===== src/rtl/prss_pkg.sv =====
// Constants, register map and state encoding of the power, reset and sleep sequencer.
package prss_pkg;
   // Register byte offsets on the APB port.
   localparam logic [7:0] ADDR_SLEEP = 8'h00;
   localparam logic [7:0] ADDR_RETAIN = 8'h04;
   localparam logic [7:0] ADDR_CAUSE = 8'h08;
   localparam logic [7:0] ADDR_CLKSEL = 8'h0C;
   localparam logic [7:0] ADDR_WDOG = 8'h10;
   localparam logic [7:0] ADDR_TCFG = 8'h14;
   localparam logic [7:0] ADDR_TCMP = 8'h18;
   localparam logic [7:0] ADDR_TCNT = 8'h1C;
   localparam logic [7:0] ADDR_ISTAT = 8'h20;
   localparam logic [7:0] ADDR_IMASK = 8'h24;
   localparam logic [7:0] ADDR_SWRST = 8'h28;
   // Sleep mode request codes, written to the sleep register.
   localparam logic [2:0] MODE_IDLE = 3'h1;
   localparam logic [2:0] MODE_DS1 = 3'h2;
   localparam logic [2:0] MODE_DS2 = 3'h3;
   localparam logic [2:0] MODE_DS0 = 3'h4;
   // Field positions.
   localparam int WD_EN_BIT = 0;
   localparam int WD_KICK_BIT = 1;
   localparam int TC_EN_BIT = 0;
   localparam int TC_SRC_BIT = 1;
   localparam int TC_OFF_BIT = 2;
   localparam int IRQ_WAKE_BIT = 0;
   localparam int IRQ_MATCH_BIT = 1;
   localparam int IRQ_W = 2;
   // Software reset key; the value is arbitrary.
   localparam logic [31:0] SWRST_KEY = 32'h0000_00A5;
   // Reset cause flag positions.
   localparam int CS_HIGH_VOLTAGE_POWER_ON_RESET = 0;
   localparam int CS_LOW_VOLTAGE_POWER_ON_RESET = 1;
   localparam int CS_PIN = 2;
   localparam int CS_WDOG = 3;
   localparam int CS_SW = 4;
   localparam int CS_OPT = 5;
   localparam int CS_DBG = 6;
   localparam int CS_TEST = 7;
   localparam int CS_DSLEEP = 8;
   localparam int CAUSE_W = 9;
   // Sources that also reset the debug components.
   localparam logic [8:0] CAUSE_FULL_MASK = 9'h087;
   localparam logic [8:0] CAUSE_RST_VAL = 9'h001;
   localparam logic [4:0] RST_HOLD_CYCLES = 5'h10;
   // Clock rates and the slow tick divider.
   localparam int SYS_CLK_HZ = 100_000_000;
   localparam int RC10K_HZ = 10_000;
   localparam int SLOW_TICK_HZ = 1_000;
   localparam int SLOW_DIV = RC10K_HZ / SLOW_TICK_HZ;
   typedef enum logic [2:0] {
      ST_RUN = 3'h0,
      ST_IDLE = 3'h1,
      ST_DS1 = 3'h2,
      ST_DS2 = 3'h3,
      ST_DS0 = 3'h4
   } prss_state_e;
endpackage


===== src/rtl/prss_sequencer.sv =====
// Power, reset and sleep sequencer with its APB register file.
//
// The address map and the APB interface to the registers were left to the implementer.
module prss_sequencer import prss_pkg::*; #(
   parameter int NUM_BANKS = 8,
   parameter logic [31:0] WDOG_CYCLES = 32'd200000
) (
   input wire logic i_sys_clk,
   input wire logic i_rst,
   input wire logic i_psel,
   input wire logic i_penable,
   input wire logic i_pwrite,
   input wire logic [7:0] i_paddr,
   input wire logic [31:0] i_pwdata,
   output logic [31:0] o_prdata,
   output logic o_pready,
   output logic o_pslverr,
   input wire logic i_irq,
   input wire logic i_gpio_wake,
   input wire logic i_xtal32k_tick,
   input wire logic i_rc10k_tick,
   input wire logic i_high_voltage_power_on_reset,
   input wire logic i_low_voltage_power_on_reset,
   input wire logic i_external_reset_pin_n,
   input wire logic i_option_byte_error,
   input wire logic i_debug_reset_req,
   input wire logic i_scan_port_test_reset,
   output logic o_cpu_halt,
   output logic o_aon_pwr_en,
   output logic o_core_pwr_en,
   output logic o_flash_pwr_en,
   output logic o_ram_retain_ldo_en,
   output logic [NUM_BANKS-1:0] o_ram_bank_pwr,
   output logic [NUM_BANKS-1:0] o_ram_bank_retain,
   output logic o_core_rst,
   output logic o_periph_rst,
   output logic o_dbg_rst,
   output logic o_sysclk_sel_xtal,
   output logic o_lf_clk_en,
   output logic o_irq
);
   prss_state_e state_q;
   prss_state_e state_d;
   prss_state_e mode_state_w;
   logic [31:0] prdata_q;
   logic [31:0] rd_w;
   logic hit_w;
   logic setup_w;
   logic wr_w;
   logic [NUM_BANKS-1:0] retain_q;
   logic [CAUSE_W-1:0] cause_q;
   logic [CAUSE_W-1:0] ev_w;
   logic any_ev_w;
   logic ext_ev_w;
   logic clksel_q;
   logic wd_en_q;
   logic [31:0] wd_cnt_q;
   logic wd_fire_w;
   logic wd_kick_w;
   logic [2:0] tcfg_q;
   logic [31:0] tcmp_q;
   logic [31:0] tcnt_w;
   logic tmatch_w;
   logic tmr_run_w;
   logic [IRQ_W-1:0] istat_q;
   logic [IRQ_W-1:0] imask_q;
   logic [IRQ_W-1:0] iset_w;
   logic [IRQ_W-1:0] iclr_w;
   logic [4:0] rst_cnt_q;
   logic full_q;
   logic sw_rst_w;
   logic sleep_go_w;
   logic mode_ok_w;
   logic true_ds_w;
   logic deep_w;
   logic clocks_off_w;
   logic wake_w;
   logic dsleep_ev_w;
   logic idle_exit_w;

   // APB decode; every access completes at once, so pready is a constant high.
   assign setup_w = i_psel && !i_penable;
   assign wr_w = i_psel && i_penable && i_pwrite;
   assign hit_w = (i_paddr[1:0] == 2'h0) && (i_paddr <= ADDR_SWRST);
   assign o_pready = 1'b1;
   assign o_pslverr = i_psel && i_penable && !hit_w;
   assign o_prdata = prdata_q;

   // Read mux; write-only and unmapped words read as zero.
   assign rd_w = (i_paddr == ADDR_SLEEP) ? {29'h0, state_q} :
                 (i_paddr == ADDR_RETAIN) ? 32'(retain_q) :
                 (i_paddr == ADDR_CAUSE) ? 32'(cause_q) :
                 (i_paddr == ADDR_CLKSEL) ? {31'h0, clksel_q} :
                 (i_paddr == ADDR_WDOG) ? {31'h0, wd_en_q} :
                 (i_paddr == ADDR_TCFG) ? {29'h0, tcfg_q} :
                 (i_paddr == ADDR_TCMP) ? tcmp_q :
                 (i_paddr == ADDR_TCNT) ? tcnt_w :
                 (i_paddr == ADDR_ISTAT) ? 32'(istat_q) :
                 (i_paddr == ADDR_IMASK) ? 32'(imask_q) : 32'h0;

   // Read data is captured in the setup cycle so that it is stable from a flop.
   always_ff @(posedge i_sys_clk) begin
      if (i_rst) begin
         prdata_q <= 32'h0;
      end else if (setup_w) begin
         prdata_q <= rd_w;
      end
   end

   // Sleep requests are taken only while running and out of reset.
   assign mode_state_w = (i_pwdata[2:0] == MODE_IDLE) ? ST_IDLE :
                         (i_pwdata[2:0] == MODE_DS1) ? ST_DS1 :
                         (i_pwdata[2:0] == MODE_DS2) ? ST_DS2 : ST_DS0;
   assign mode_ok_w = (i_pwdata[2:0] >= MODE_IDLE) && (i_pwdata[2:0] <= MODE_DS0);
   assign sleep_go_w = wr_w && (i_paddr == ADDR_SLEEP) && mode_ok_w && (state_q == ST_RUN) && !o_core_rst;

   // Sleep mode qualifiers.
   assign true_ds_w = (state_q == ST_DS1) || (state_q == ST_DS2);
   assign deep_w = true_ds_w || (state_q == ST_DS0);
   assign clocks_off_w = deep_w && tcfg_q[TC_OFF_BIT];
   assign tmr_run_w = tcfg_q[TC_EN_BIT] && (state_q != ST_DS2) && !clocks_off_w;
   // A match pulse left over from the last running cycle must not wake a clocks-off sleep.
   assign wake_w = i_gpio_wake || (tmatch_w && state_q != ST_DS2 && !clocks_off_w);
   assign dsleep_ev_w = deep_w && wake_w;
   assign idle_exit_w = (state_q == ST_IDLE) && i_irq;

   // Reset sources, one flag per source.
   assign sw_rst_w = wr_w && (i_paddr == ADDR_SWRST) && (i_pwdata == SWRST_KEY);
   assign wd_fire_w = wd_en_q && (wd_cnt_q == WDOG_CYCLES - 32'h1);
   assign ev_w[CS_HIGH_VOLTAGE_POWER_ON_RESET] = i_high_voltage_power_on_reset;
   assign ev_w[CS_LOW_VOLTAGE_POWER_ON_RESET] = i_low_voltage_power_on_reset;
   assign ev_w[CS_PIN] = !i_external_reset_pin_n;
   assign ev_w[CS_WDOG] = wd_fire_w;
   assign ev_w[CS_SW] = sw_rst_w;
   assign ev_w[CS_OPT] = i_option_byte_error;
   assign ev_w[CS_DBG] = i_debug_reset_req;
   assign ev_w[CS_TEST] = i_scan_port_test_reset;
   assign ev_w[CS_DSLEEP] = dsleep_ev_w;
   assign ext_ev_w = |ev_w[CS_TEST:CS_HIGH_VOLTAGE_POWER_ON_RESET];
   assign any_ev_w = |ev_w;

   // Next power state; any reset event returns the device to run.
   always_comb begin
      state_d = state_q;
      case (state_q)
         ST_RUN: begin
            if (sleep_go_w) begin
               state_d = mode_state_w;
            end
         end
         ST_IDLE: begin
            if (idle_exit_w) begin
               state_d = ST_RUN;
            end
         end
         ST_DS1, ST_DS2, ST_DS0: begin
            if (wake_w) begin
               state_d = ST_RUN;
            end
         end
         default: begin
            state_d = ST_RUN;
         end
      endcase
      if (ext_ev_w) begin
         state_d = ST_RUN;
      end
   end

   always_ff @(posedge i_sys_clk) begin
      if (i_rst) begin
         state_q <= ST_RUN;
      end else begin
         state_q <= state_d;
      end
   end

   // Reset hold counter and cause record; the record is rewritten on each event.
   always_ff @(posedge i_sys_clk) begin
      if (i_rst) begin
         rst_cnt_q <= RST_HOLD_CYCLES;
         full_q <= 1'b1;
         cause_q <= CAUSE_RST_VAL;
      end else if (any_ev_w) begin
         rst_cnt_q <= RST_HOLD_CYCLES;
         full_q <= |(ev_w & CAUSE_FULL_MASK);
         cause_q <= ev_w;
      end else if (rst_cnt_q != 5'h0) begin
         rst_cnt_q <= rst_cnt_q - 5'h1;
      end
   end

   // Core domain state is lost on every core reset, so the clock falls back to RC.
   assign wd_kick_w = wr_w && (i_paddr == ADDR_WDOG) && i_pwdata[WD_KICK_BIT];
   always_ff @(posedge i_sys_clk) begin
      if (i_rst || o_core_rst) begin
         clksel_q <= 1'b0;
         wd_en_q <= 1'b0;
      end else if (wr_w) begin
         if (i_paddr == ADDR_CLKSEL) begin
            clksel_q <= i_pwdata[0];
         end
         if (i_paddr == ADDR_WDOG) begin
            wd_en_q <= wd_en_q || i_pwdata[WD_EN_BIT];
         end
      end
   end

   // Watchdog counter; it only counts while enabled and out of sleep.
   always_ff @(posedge i_sys_clk) begin
      if (i_rst || !wd_en_q || wd_kick_w || wd_fire_w || state_q != ST_RUN) begin
         wd_cnt_q <= 32'h0;
      end else begin
         wd_cnt_q <= wd_cnt_q + 32'h1;
      end
   end

   // Always-on configuration kept across sleep.
   always_ff @(posedge i_sys_clk) begin
      if (i_rst) begin
         retain_q <= '0;
         tcfg_q <= 3'h0;
         tcmp_q <= 32'h0;
         imask_q <= '0;
      end else if (wr_w) begin
         if (i_paddr == ADDR_RETAIN) begin
            retain_q <= i_pwdata[NUM_BANKS-1:0];
         end
         if (i_paddr == ADDR_TCFG) begin
            tcfg_q <= i_pwdata[2:0];
         end
         if (i_paddr == ADDR_TCMP) begin
            tcmp_q <= i_pwdata;
         end
         if (i_paddr == ADDR_IMASK) begin
            imask_q <= i_pwdata[IRQ_W-1:0];
         end
      end
   end

   // Sticky status; a new event beats a write-one-to-clear in the same cycle.
   assign iset_w[IRQ_WAKE_BIT] = dsleep_ev_w || idle_exit_w;
   assign iset_w[IRQ_MATCH_BIT] = tmatch_w;
   assign iclr_w = (wr_w && i_paddr == ADDR_ISTAT) ? i_pwdata[IRQ_W-1:0] : '0;
   always_ff @(posedge i_sys_clk) begin
      if (i_rst) begin
         istat_q <= '0;
      end else begin
         istat_q <= (istat_q & ~iclr_w) | iset_w;
      end
   end
   assign o_irq = |(istat_q & imask_q);

   // Sleep timer in the always-on domain.
   prss_sleep_timer #(
      .CNT_W(32)
   ) u_timer (
      .i_sys_clk(i_sys_clk),
      .i_rst(i_rst),
      .i_run(tmr_run_w),
      .i_src_slow(tcfg_q[TC_SRC_BIT]),
      .i_xtal_tick(i_xtal32k_tick),
      .i_rc_tick(i_rc10k_tick),
      .i_cmp(tcmp_q),
      .o_count(tcnt_w),
      .o_match(tmatch_w)
   );

   // Power and reset outputs decoded from the state and reset hold flops.
   assign o_cpu_halt = (state_q == ST_IDLE);
   assign o_aon_pwr_en = 1'b1;
   assign o_core_pwr_en = !true_ds_w;
   assign o_flash_pwr_en = !true_ds_w;
   assign o_ram_retain_ldo_en = true_ds_w;
   assign o_core_rst = (rst_cnt_q != 5'h0) || true_ds_w;
   assign o_periph_rst = o_core_rst || (state_q == ST_DS0);
   assign o_dbg_rst = (rst_cnt_q != 5'h0) && full_q;
   assign o_sysclk_sel_xtal = clksel_q;
   assign o_lf_clk_en = !clocks_off_w;

   // Each bank keeps its supply in DS1 and DS2 only when selected; DS0 keeps every bank powered.
   for (genvar b = 0; b < NUM_BANKS; b++) begin : g_bank
      assign o_ram_bank_retain[b] = true_ds_w && retain_q[b];
      assign o_ram_bank_pwr[b] = !true_ds_w || retain_q[b];
   end
endmodule // prss_sequencer


===== src/rtl/prss_sleep_timer.sv =====
// Sleep timer counter with its clock source selection and slow tick divider.
module prss_sleep_timer import prss_pkg::*; #(
   parameter int CNT_W = 32
) (
   input wire logic i_sys_clk,
   input wire logic i_rst,
   input wire logic i_run,
   input wire logic i_src_slow,
   input wire logic i_xtal_tick,
   input wire logic i_rc_tick,
   input wire logic [CNT_W-1:0] i_cmp,
   output logic [CNT_W-1:0] o_count,
   output logic o_match
);
   logic [3:0] div_q;
   logic [3:0] div_d;
   logic [CNT_W-1:0] cnt_q;
   logic [CNT_W-1:0] cnt_d;
   logic match_q;
   logic slow_tick_w;
   logic tick_w;

   // The slow tick fires on every tenth RC edge; the divider pauses with the timer.
   assign slow_tick_w = i_rc_tick && (div_q == 4'(SLOW_DIV - 1));
   assign div_d = !(i_run && i_rc_tick) ? div_q : (slow_tick_w ? 4'h0 : div_q + 4'h1);
   assign tick_w = i_run && (i_src_slow ? slow_tick_w : i_xtal_tick);
   assign cnt_d = tick_w ? cnt_q + 1'b1 : cnt_q;

   // Counter and match pulse; the count wraps silently at the top of its range.
   always_ff @(posedge i_sys_clk) begin
      if (i_rst) begin
         div_q <= 4'h0;
         cnt_q <= '0;
         match_q <= 1'b0;
      end else begin
         div_q <= div_d;
         cnt_q <= cnt_d;
         match_q <= tick_w && (cnt_d == i_cmp);
      end
   end

   assign o_count = cnt_q;
   assign o_match = match_q;
endmodule // prss_sleep_timer


===== config.mk =====
export PLATFORM = sky130hd
export DESIGN_NAME = prss_sequencer
export DESIGN_NICKNAME = d
export VERILOG_FILES = /design/src/rtl/prss_pkg.sv /design/src/rtl/prss_sequencer.sv /design/src/rtl/prss_sleep_timer.sv
export SDC_FILE = /design/constraint.sdc
export NUM_CORES = 1
export LEC_CHECK = 0
export BUFFER_PORTS_ARGS = -buffer_cell sky130_fd_sc_hd__buf_2
export CAP_MARGIN = 25
export CORE_MARGIN = 1.5
export CORE_UTILIZATION = 45
export CTS_CLUSTER_DIAMETER = 40
export DETAILED_ROUTE_END_ITERATION = 8
export PLACE_DENSITY_LB_ADDON = 0.25
export SLEW_MARGIN = 30
export SYNTH_ARGS = -nofsm -noshare
export SYNTH_HDL_FRONTEND = slang
export SYNTH_SLANG_ARGS = --single-unit

===== constraint.sdc =====
create_clock -name i_sys_clk -period 2.9 [get_ports i_sys_clk]
set_clock_uncertainty 0.05 [all_clocks]
set_input_delay 0.145 -clock i_sys_clk [delete_from_list [all_inputs] [get_ports i_sys_clk]]
set_output_delay 0.145 -clock i_sys_clk [all_outputs]
set_load 0.05 [all_outputs]

# --- After elaboration in Yosys (flattened, before gate mapping) ---
# Cells that the tools add are included.
op_classes:
  magnitude_cmp: 3
  n_reduce_logical: 81
  n_bitwise: 4
  div: 0
  add_sub_neg: 4
  n_eq_ne: 25
  multipliers: 0
  mux: 21
  shifts: 0
op_table:
  columns: ["cell", "count"]
  rows:
  - ["32-bit two-way mux", 9]
  - ["32-bit by 1-bit adder with 32-bit output (second input constant)", 2]
  - ["1-bit logical AND", 36]
  - ["32-bit by 18-bit == test with 1-bit output (second input constant)", 1]
  - ["32-bit == test", 1]
  - ["32-bit by 8-bit == test with 1-bit output (second input constant)", 1]
  - ["8-bit by 5-bit == test with 1-bit output (second input constant)", 4]
  - ["8-bit by 6-bit == test with 1-bit output (second input constant)", 3]
  - ["1-bit logical OR", 20]
  - ["3-bit two-way mux", 6]
  - ["9-bit OR reduction", 2]
  - ["8-bit by 4-bit == test with 1-bit output (second input constant)", 2]
  - ["3-bit by 2-bit == test with 1-bit output (second input constant)", 4]
  - ["2-bit AND reduction", 6]
  - ["10-bit OR reduction", 1]
  - ["3-bit case mux with 3 select lines", 1]
  - ["8-bit by 3-bit == test with 1-bit output (second input constant)", 1]
  - ["8-bit by 6-bit <= comparator with 1-bit output (second input constant)", 1]
  - ["8-bit logical NOT", 1]
  - ["1-bit logical NOT", 7]
  - ["3-bit by 1-bit == test with 1-bit output (second input constant)", 2]
  - ["2-bit two-way mux", 3]
  - ["5-bit nonzero test", 1]
  - ["5-bit by 1-bit subtractor with 5-bit output (second input constant)", 1]
  - ["20 further kinds", 22]
totals:
  memories: 0
  mem_bits_ro: 0
  wordCells: 154
  regBits: 168
  latch_bits: 0
  ram_bits: 0

# --- Longest topological paths before layout ---
depth:
  depth_word: 11
  ltp_mapped: 12
  mapped_depth_nobuf: 10

# --- Cells and area by module ---
# A second synthesis with hierarchy kept.
unflattened:
  cells_unflattened: 1081
  area_unflattened_um2: 8866.0
by_module_without_submodules:
  columns: ["mod", "cells_each", "instances", "seq_area_each_um2", "area_per_inst_um2"]
  rows:
  - ["prss_sequencer", 748, 1, 2622.5, 6123.4]
  - ["prss_sleep_timer", 333, 1, 740.7, 2742.6]

# --- Worst setup path after synthesis ---
# Ideal clock, no wire load.
synth_path:
  path_type: "flip-flop to flip-flop"
  from: "reg u_timer.cnt_q[0], in the netlist u_timer.o_count[0]"
  to: "reg u_timer.match_q, in the netlist u_timer.o_match"
  n_path_buf: 1
  path_stages_with_launch: 11
  path_slack_ps: -178
  arrival_ps: 2940
  t_required_ps: 2762
  synth_period_minus_slack_ps: 3078
  cell_sequence: "dfxtp_1 > ha_1 > and3_1 > clkbuf_1 > nand4_1 > nor4b_1 > xnor2_1 > o221ai_1 > or4_1 > or4_1 > nor4_2"
synth_between:
  elab_chain_len: 4
synth_lines:
  columns: ["item", "line", "rtl"]
  rows:
  - ["start: declaration", "prss_sleep_timer.sv:17", "logic [CNT_W-1:0] cnt_q;"]
  - ["start signal: assignment", "prss_sleep_timer.sv:37", "cnt_q <= cnt_d;"]
  - ["32-bit by 1-bit adder with 32-bit output", "prss_sleep_timer.sv:27", "assign cnt_d = tick_w ? cnt_q + 1'b1 : cnt_q;"]
  - ["32-bit two-way mux (*)", "prss_sleep_timer.sv:27", null]
  - ["32-bit == test (*)", "prss_sleep_timer.sv:38", "match_q <= tick_w && (cnt_d == i_cmp);"]
  - ["1-bit logical AND (*)", "prss_sleep_timer.sv:38", null]
  - ["end signal: assignment", "prss_sleep_timer.sv:38", null]
  - ["end: declaration", "prss_sleep_timer.sv:19", "logic match_q;"]
# Mark *: on every way between the ends. The rest lies on a longest branch, timed or not.
# A chain may end at the register's enable or synchronous reset.

# --- Worst setup path in the final report ---
layout_path:
  from: "reg state_q[2]"
  to: "reg u_timer.match_q, in the netlist u_timer.o_match"
layout_between:
  elab_chain_len: 10
  elab_cells_between_ends: 14
  classes_between: "5 x eq/ne; 1 x mux; 8 x reduce/logical"
layout_lines:
  columns: ["item", "line", "rtl"]
  rows:
  - ["start: declaration", "prss_sequencer.sv:42", "prss_state_e state_q;"]
  - ["start signal: assignment", "prss_sequencer.sv:174", "state_q <= state_d;"]
  - ["3-bit by 2-bit == test with 1-bit output", "prss_sequencer.sv:118", "assign true_ds_w = (state_q == ST_DS1) || (state_q == ST_DS2);"]
  - ["1-bit logical OR", "prss_sequencer.sv:118", null]
  - ["1-bit logical OR", "prss_sequencer.sv:119", "assign deep_w = true_ds_w || (state_q == ST_DS0);"]
  - ["1-bit logical AND", "prss_sequencer.sv:120", "assign clocks_off_w = deep_w && tcfg_q[TC_OFF_BIT];"]
  - ["1-bit logical NOT", "prss_sequencer.sv:121", "assign tmr_run_w = tcfg_q[TC_EN_BIT] && (state_q != ST_DS2) && !clocks_off_w;"]
  - ["1-bit logical AND (*)", "prss_sequencer.sv:121", null]
  - ["1-bit logical AND (*)", "prss_sleep_timer.sv:26", "assign tick_w = i_run && (i_src_slow ? slow_tick_w : i_xtal_tick);"]
  - ["32-bit two-way mux", "prss_sleep_timer.sv:27", null]
  - ["32-bit == test", "prss_sleep_timer.sv:38", null]
  - ["1-bit logical AND (*)", "prss_sleep_timer.sv:38", null]
# Marks and branches as above.

==> run_results.csv <==
group,metric,value,unit
logic_synthesis,async_reset_ff_share,0,%
global_route,antenna_found_initial,0,
layout,final_cell_mix,"dfxtp_1 (164), nor2_1 (160), nand2_1 (132)",
clock_network,cts_buffer_depth,2,
timing,grt_setup_unrepaired,"yes",
logic_synthesis,ys_dominant_reg_cell,"dfxtp_1",
logic_synthesis,ys_seq_elements,168,
setup_path,r2r_cells,10,
global_route,overflow,0,
floorplanning,die_h,139,µm
hold_path,worstHoldPathCells,3,
layout,fin_util,60.0,%
setup_path,cpMaxStageDelayCell,"or4_4",
global_route,grt_max_degree,84,
route,wirelength,25500,µm
setup_path,start_kind,"register",
run_status,run_status,"finished with violations",
setup_path,worst_ep_arrival_time,3320,ps
clock_network,clk_latency,440,ps
logic_synthesis,netlist_area,0.00832,mm²
floorplanning,die_area,0.0193,mm²
logic_synthesis,netlist.area_leader.share,40.4,%
hold_path,hp-class,"input pin to register",
timing,fin_ws,-122,ps
logic_synthesis,yosys-top-cells-area,"dfxtp_1 (40%), nor2_1 (7.3%), nand2_1 (6.0%)",
setup_path,path_cells,"or3b_4 -> o221ai_4 -> buf_12 -> buf_6 -> or4_4 -> or3_4 -> mux2i_1 -> nand4_1 -> or4_4 -> nor4_2",
route,via_count,8344,
setup_path,cpMostUsedCell,"or4_4",
pwr,irDropWorstVdd,0.479,mV
route,wl_met2,11800,µm
floorplanning,top_level_ports,116,
floorplanning,placeableCoreArea,0.0180,mm²
hold_path,min_to,"tcmp_q[2]",
setup_path,crit_fanout,8,
job,max-cap-violations,0,
route,firstDrtPassIters,5,
clock_network,cts_buffers,17,
timing,finalHoldViolations,0,
pwr,powerDensity,448,mW/mm²
global_route,grt_pass1_vias,7976,
logic_synthesis,synthDistinctLibCells,66,
hold_path,worstHoldStart,"i_pwdata[2]",
route,avgViaCountPerCell,5.56,
placement,routabilityCongestion,0.941,
clock_network,ctsHtreeMaxLevel,4,
clock_network,cts-root-buf,"clkbuf_16",
floorplanning,start_util,46.1,%
setup_path,regToRegSetupSlack,-120,ps
timing,setup_viol,1,
route,drc,0,
layout,final_common_cell,"dfxtp_1",
setup_path,crit_path_end_kind,"register",
route,wl_per_cell,17.0,µm
logic_synthesis,syn_area_per_cell,7.94,µm²
timing,tns,-122,ps
timing,fin_crit,3020,ps
logic_synthesis,syn_inst,1048,
run_status,violations,"negative setup slack",
route,drt_iter0_markers,633,
timing,worst_pin_slew,866,ps
setup_path,slowest_delay,530,ps
logic_synthesis,yosysTopAreaCell,"dfxtp_1",
setup_path,crit_type,"register to register",
clock_network,cts_tree,"built",
layout,diodes,0,
layout,area_delta_synth_final,30.1,%
placement,place_hpwl,18200,µm
route,wl_met3,1510,µm
timing,fmaxAchievable,331,MHz
route,wl_met1,11700,µm
floorplanning,rows,49,
route,postRouteAntennaNets,0,
logic_synthesis,yosysSeqAreaShare,40.4,%
setup_path,reg2reg_to,"u_timer.o_match",
pwr,p_leak,0.00412,µW
layout,num-nets-final,1318,
placement,port_buffers,113,
timing,post-route-period-util,104,%
floorplanning,die_w,139,µm
timing,timing.slew.headroom,42.2,%
logic_synthesis,yosysWarnings,0,
clock_network,cts.sinks,168,
global_route,grt_usage,26.6,%
route,top_layer,"met4",
global_route,grt_first_pass_wirelength,41500,µm
timing,drv_slew,0,
setup_path,rr_startpoint,"state_q[2]",
clock_network,path_clk_slew,70,ps
layout,drive_above_1_share,23.1,%
logic_synthesis,synth_edf_count,0,
setup_path,critPathRequiredTime,3200,ps
-- how the worst max path moves through the flow --
stage / startpoint / end / slack, ps
floorplan: u_timer.div_q[0] / u_timer.o_match / 9
global placement: u_timer.div_q[1] / u_timer.o_match / -100
detailed placement: u_timer.div_q[1] / u_timer.o_match / -170
CTS: u_timer.div_q[1] / u_timer.o_match / -80
global route: u_timer.div_q[1] / u_timer.o_match / -210
finish: state_q[2] / u_timer.o_match / -120
-- sequential cells by signal, summed over array words and instances, names as in the netlist, 4 cells and up --
name             flops
retain_q             8
tcmp_q              32
u_timer.div_q        4
wd_cnt_q            32
cause_q              9
rst_cnt_q            5
u_timer.o_count     32
o_prdata            32
-- kinds of logic after synthesis --
family	share of synthesized area (%)
adders and majority gates	0.752
DFF	40.4
xor gates and xnor gates	9.64
other	0.0451
buffers and inverters	4.29
muxes	0.857
and+or+nand+nor	29.9
AOI/OAI and AO/OA	14.1
-- worst max-delay path, delay by kind of cell, from the launching register on --
family	cells	cell delay [ps]
simple gates	6	1980
mux	1	170
compound gates	1	120
buf+inv	2	290
flops	1	320
-- synth_stat cells, drive strengths merged, types with 5 or more instances --
cell / instances
dfxtp: 168
nor2: 163
nand2: 132
a21oi: 92
clkbuf: 52
nand3: 45
xor2: 45
xnor2: 44
nor3: 31
a22oi: 28
nor4: 24
nand4: 22
buf: 17
and3: 16
nand2b: 16
and2: 15
o21ai: 14
inv: 11
or3: 10
a221oi: 7
nor2b: 7
or4: 7
a221o: 6
a31oi: 6
and4: 6
mux2i: 6
nand3b: 6
ha: 5
-- per-layer routing --
metal  global-route usage (%)  vias up
met5                        0        -
met3                     5.11       35
li1                         -     4075
met4                     7.62        0
met1                     36.3     3966
met2                     43.0      268
-- per-stage QoR --
step / total power [µW] / hold slack [ps] / instance area, µm² / instances / worst slack [ps]
after floorplan: 2490 / 187 / 8340 / 1049 / 8.62
after global placement: 2590 / 292 / 9660 / 1423 / -101
after detailed placement: 2590 / 295 / 9660 / 1423 / -172
after CTS: 4870 / 4.70 / 10700 / 1494 / -84.9
after global routing: 4990 / 17.3 / 10800 / 1500 / -208
final: 4840 / 23.0 / 10800 / 1500 / -122
-- final cells by class --
cell class                 count  area [µm²]
multi-input combinational    801        4750
sequential                   168        3370
clock buffer                  18         429
inverter                      11        41.3
timing repair buffer         259        1790
fill                        1690        7200
clock inverter                14         156
tap                          229         287
-- power by group --
group	switching (µW)	total, µW	internal, µW
Clock	1100	2250	1160
Combinational	164	269	104
Sequential	5.80	2320	2320
-- repair_timing --
action / CTS / global route
endpoints found under the setup margin: 1 / 1
cloned: 0 / 0
gates resized for setup: 11 / 21
pin swaps: 8 / 16
buffers inserted: 3 / 6
endpoints found under the hold margin: 41 / 0
hold buffers: 36 / 0
(Power assumes the default switching activity.)
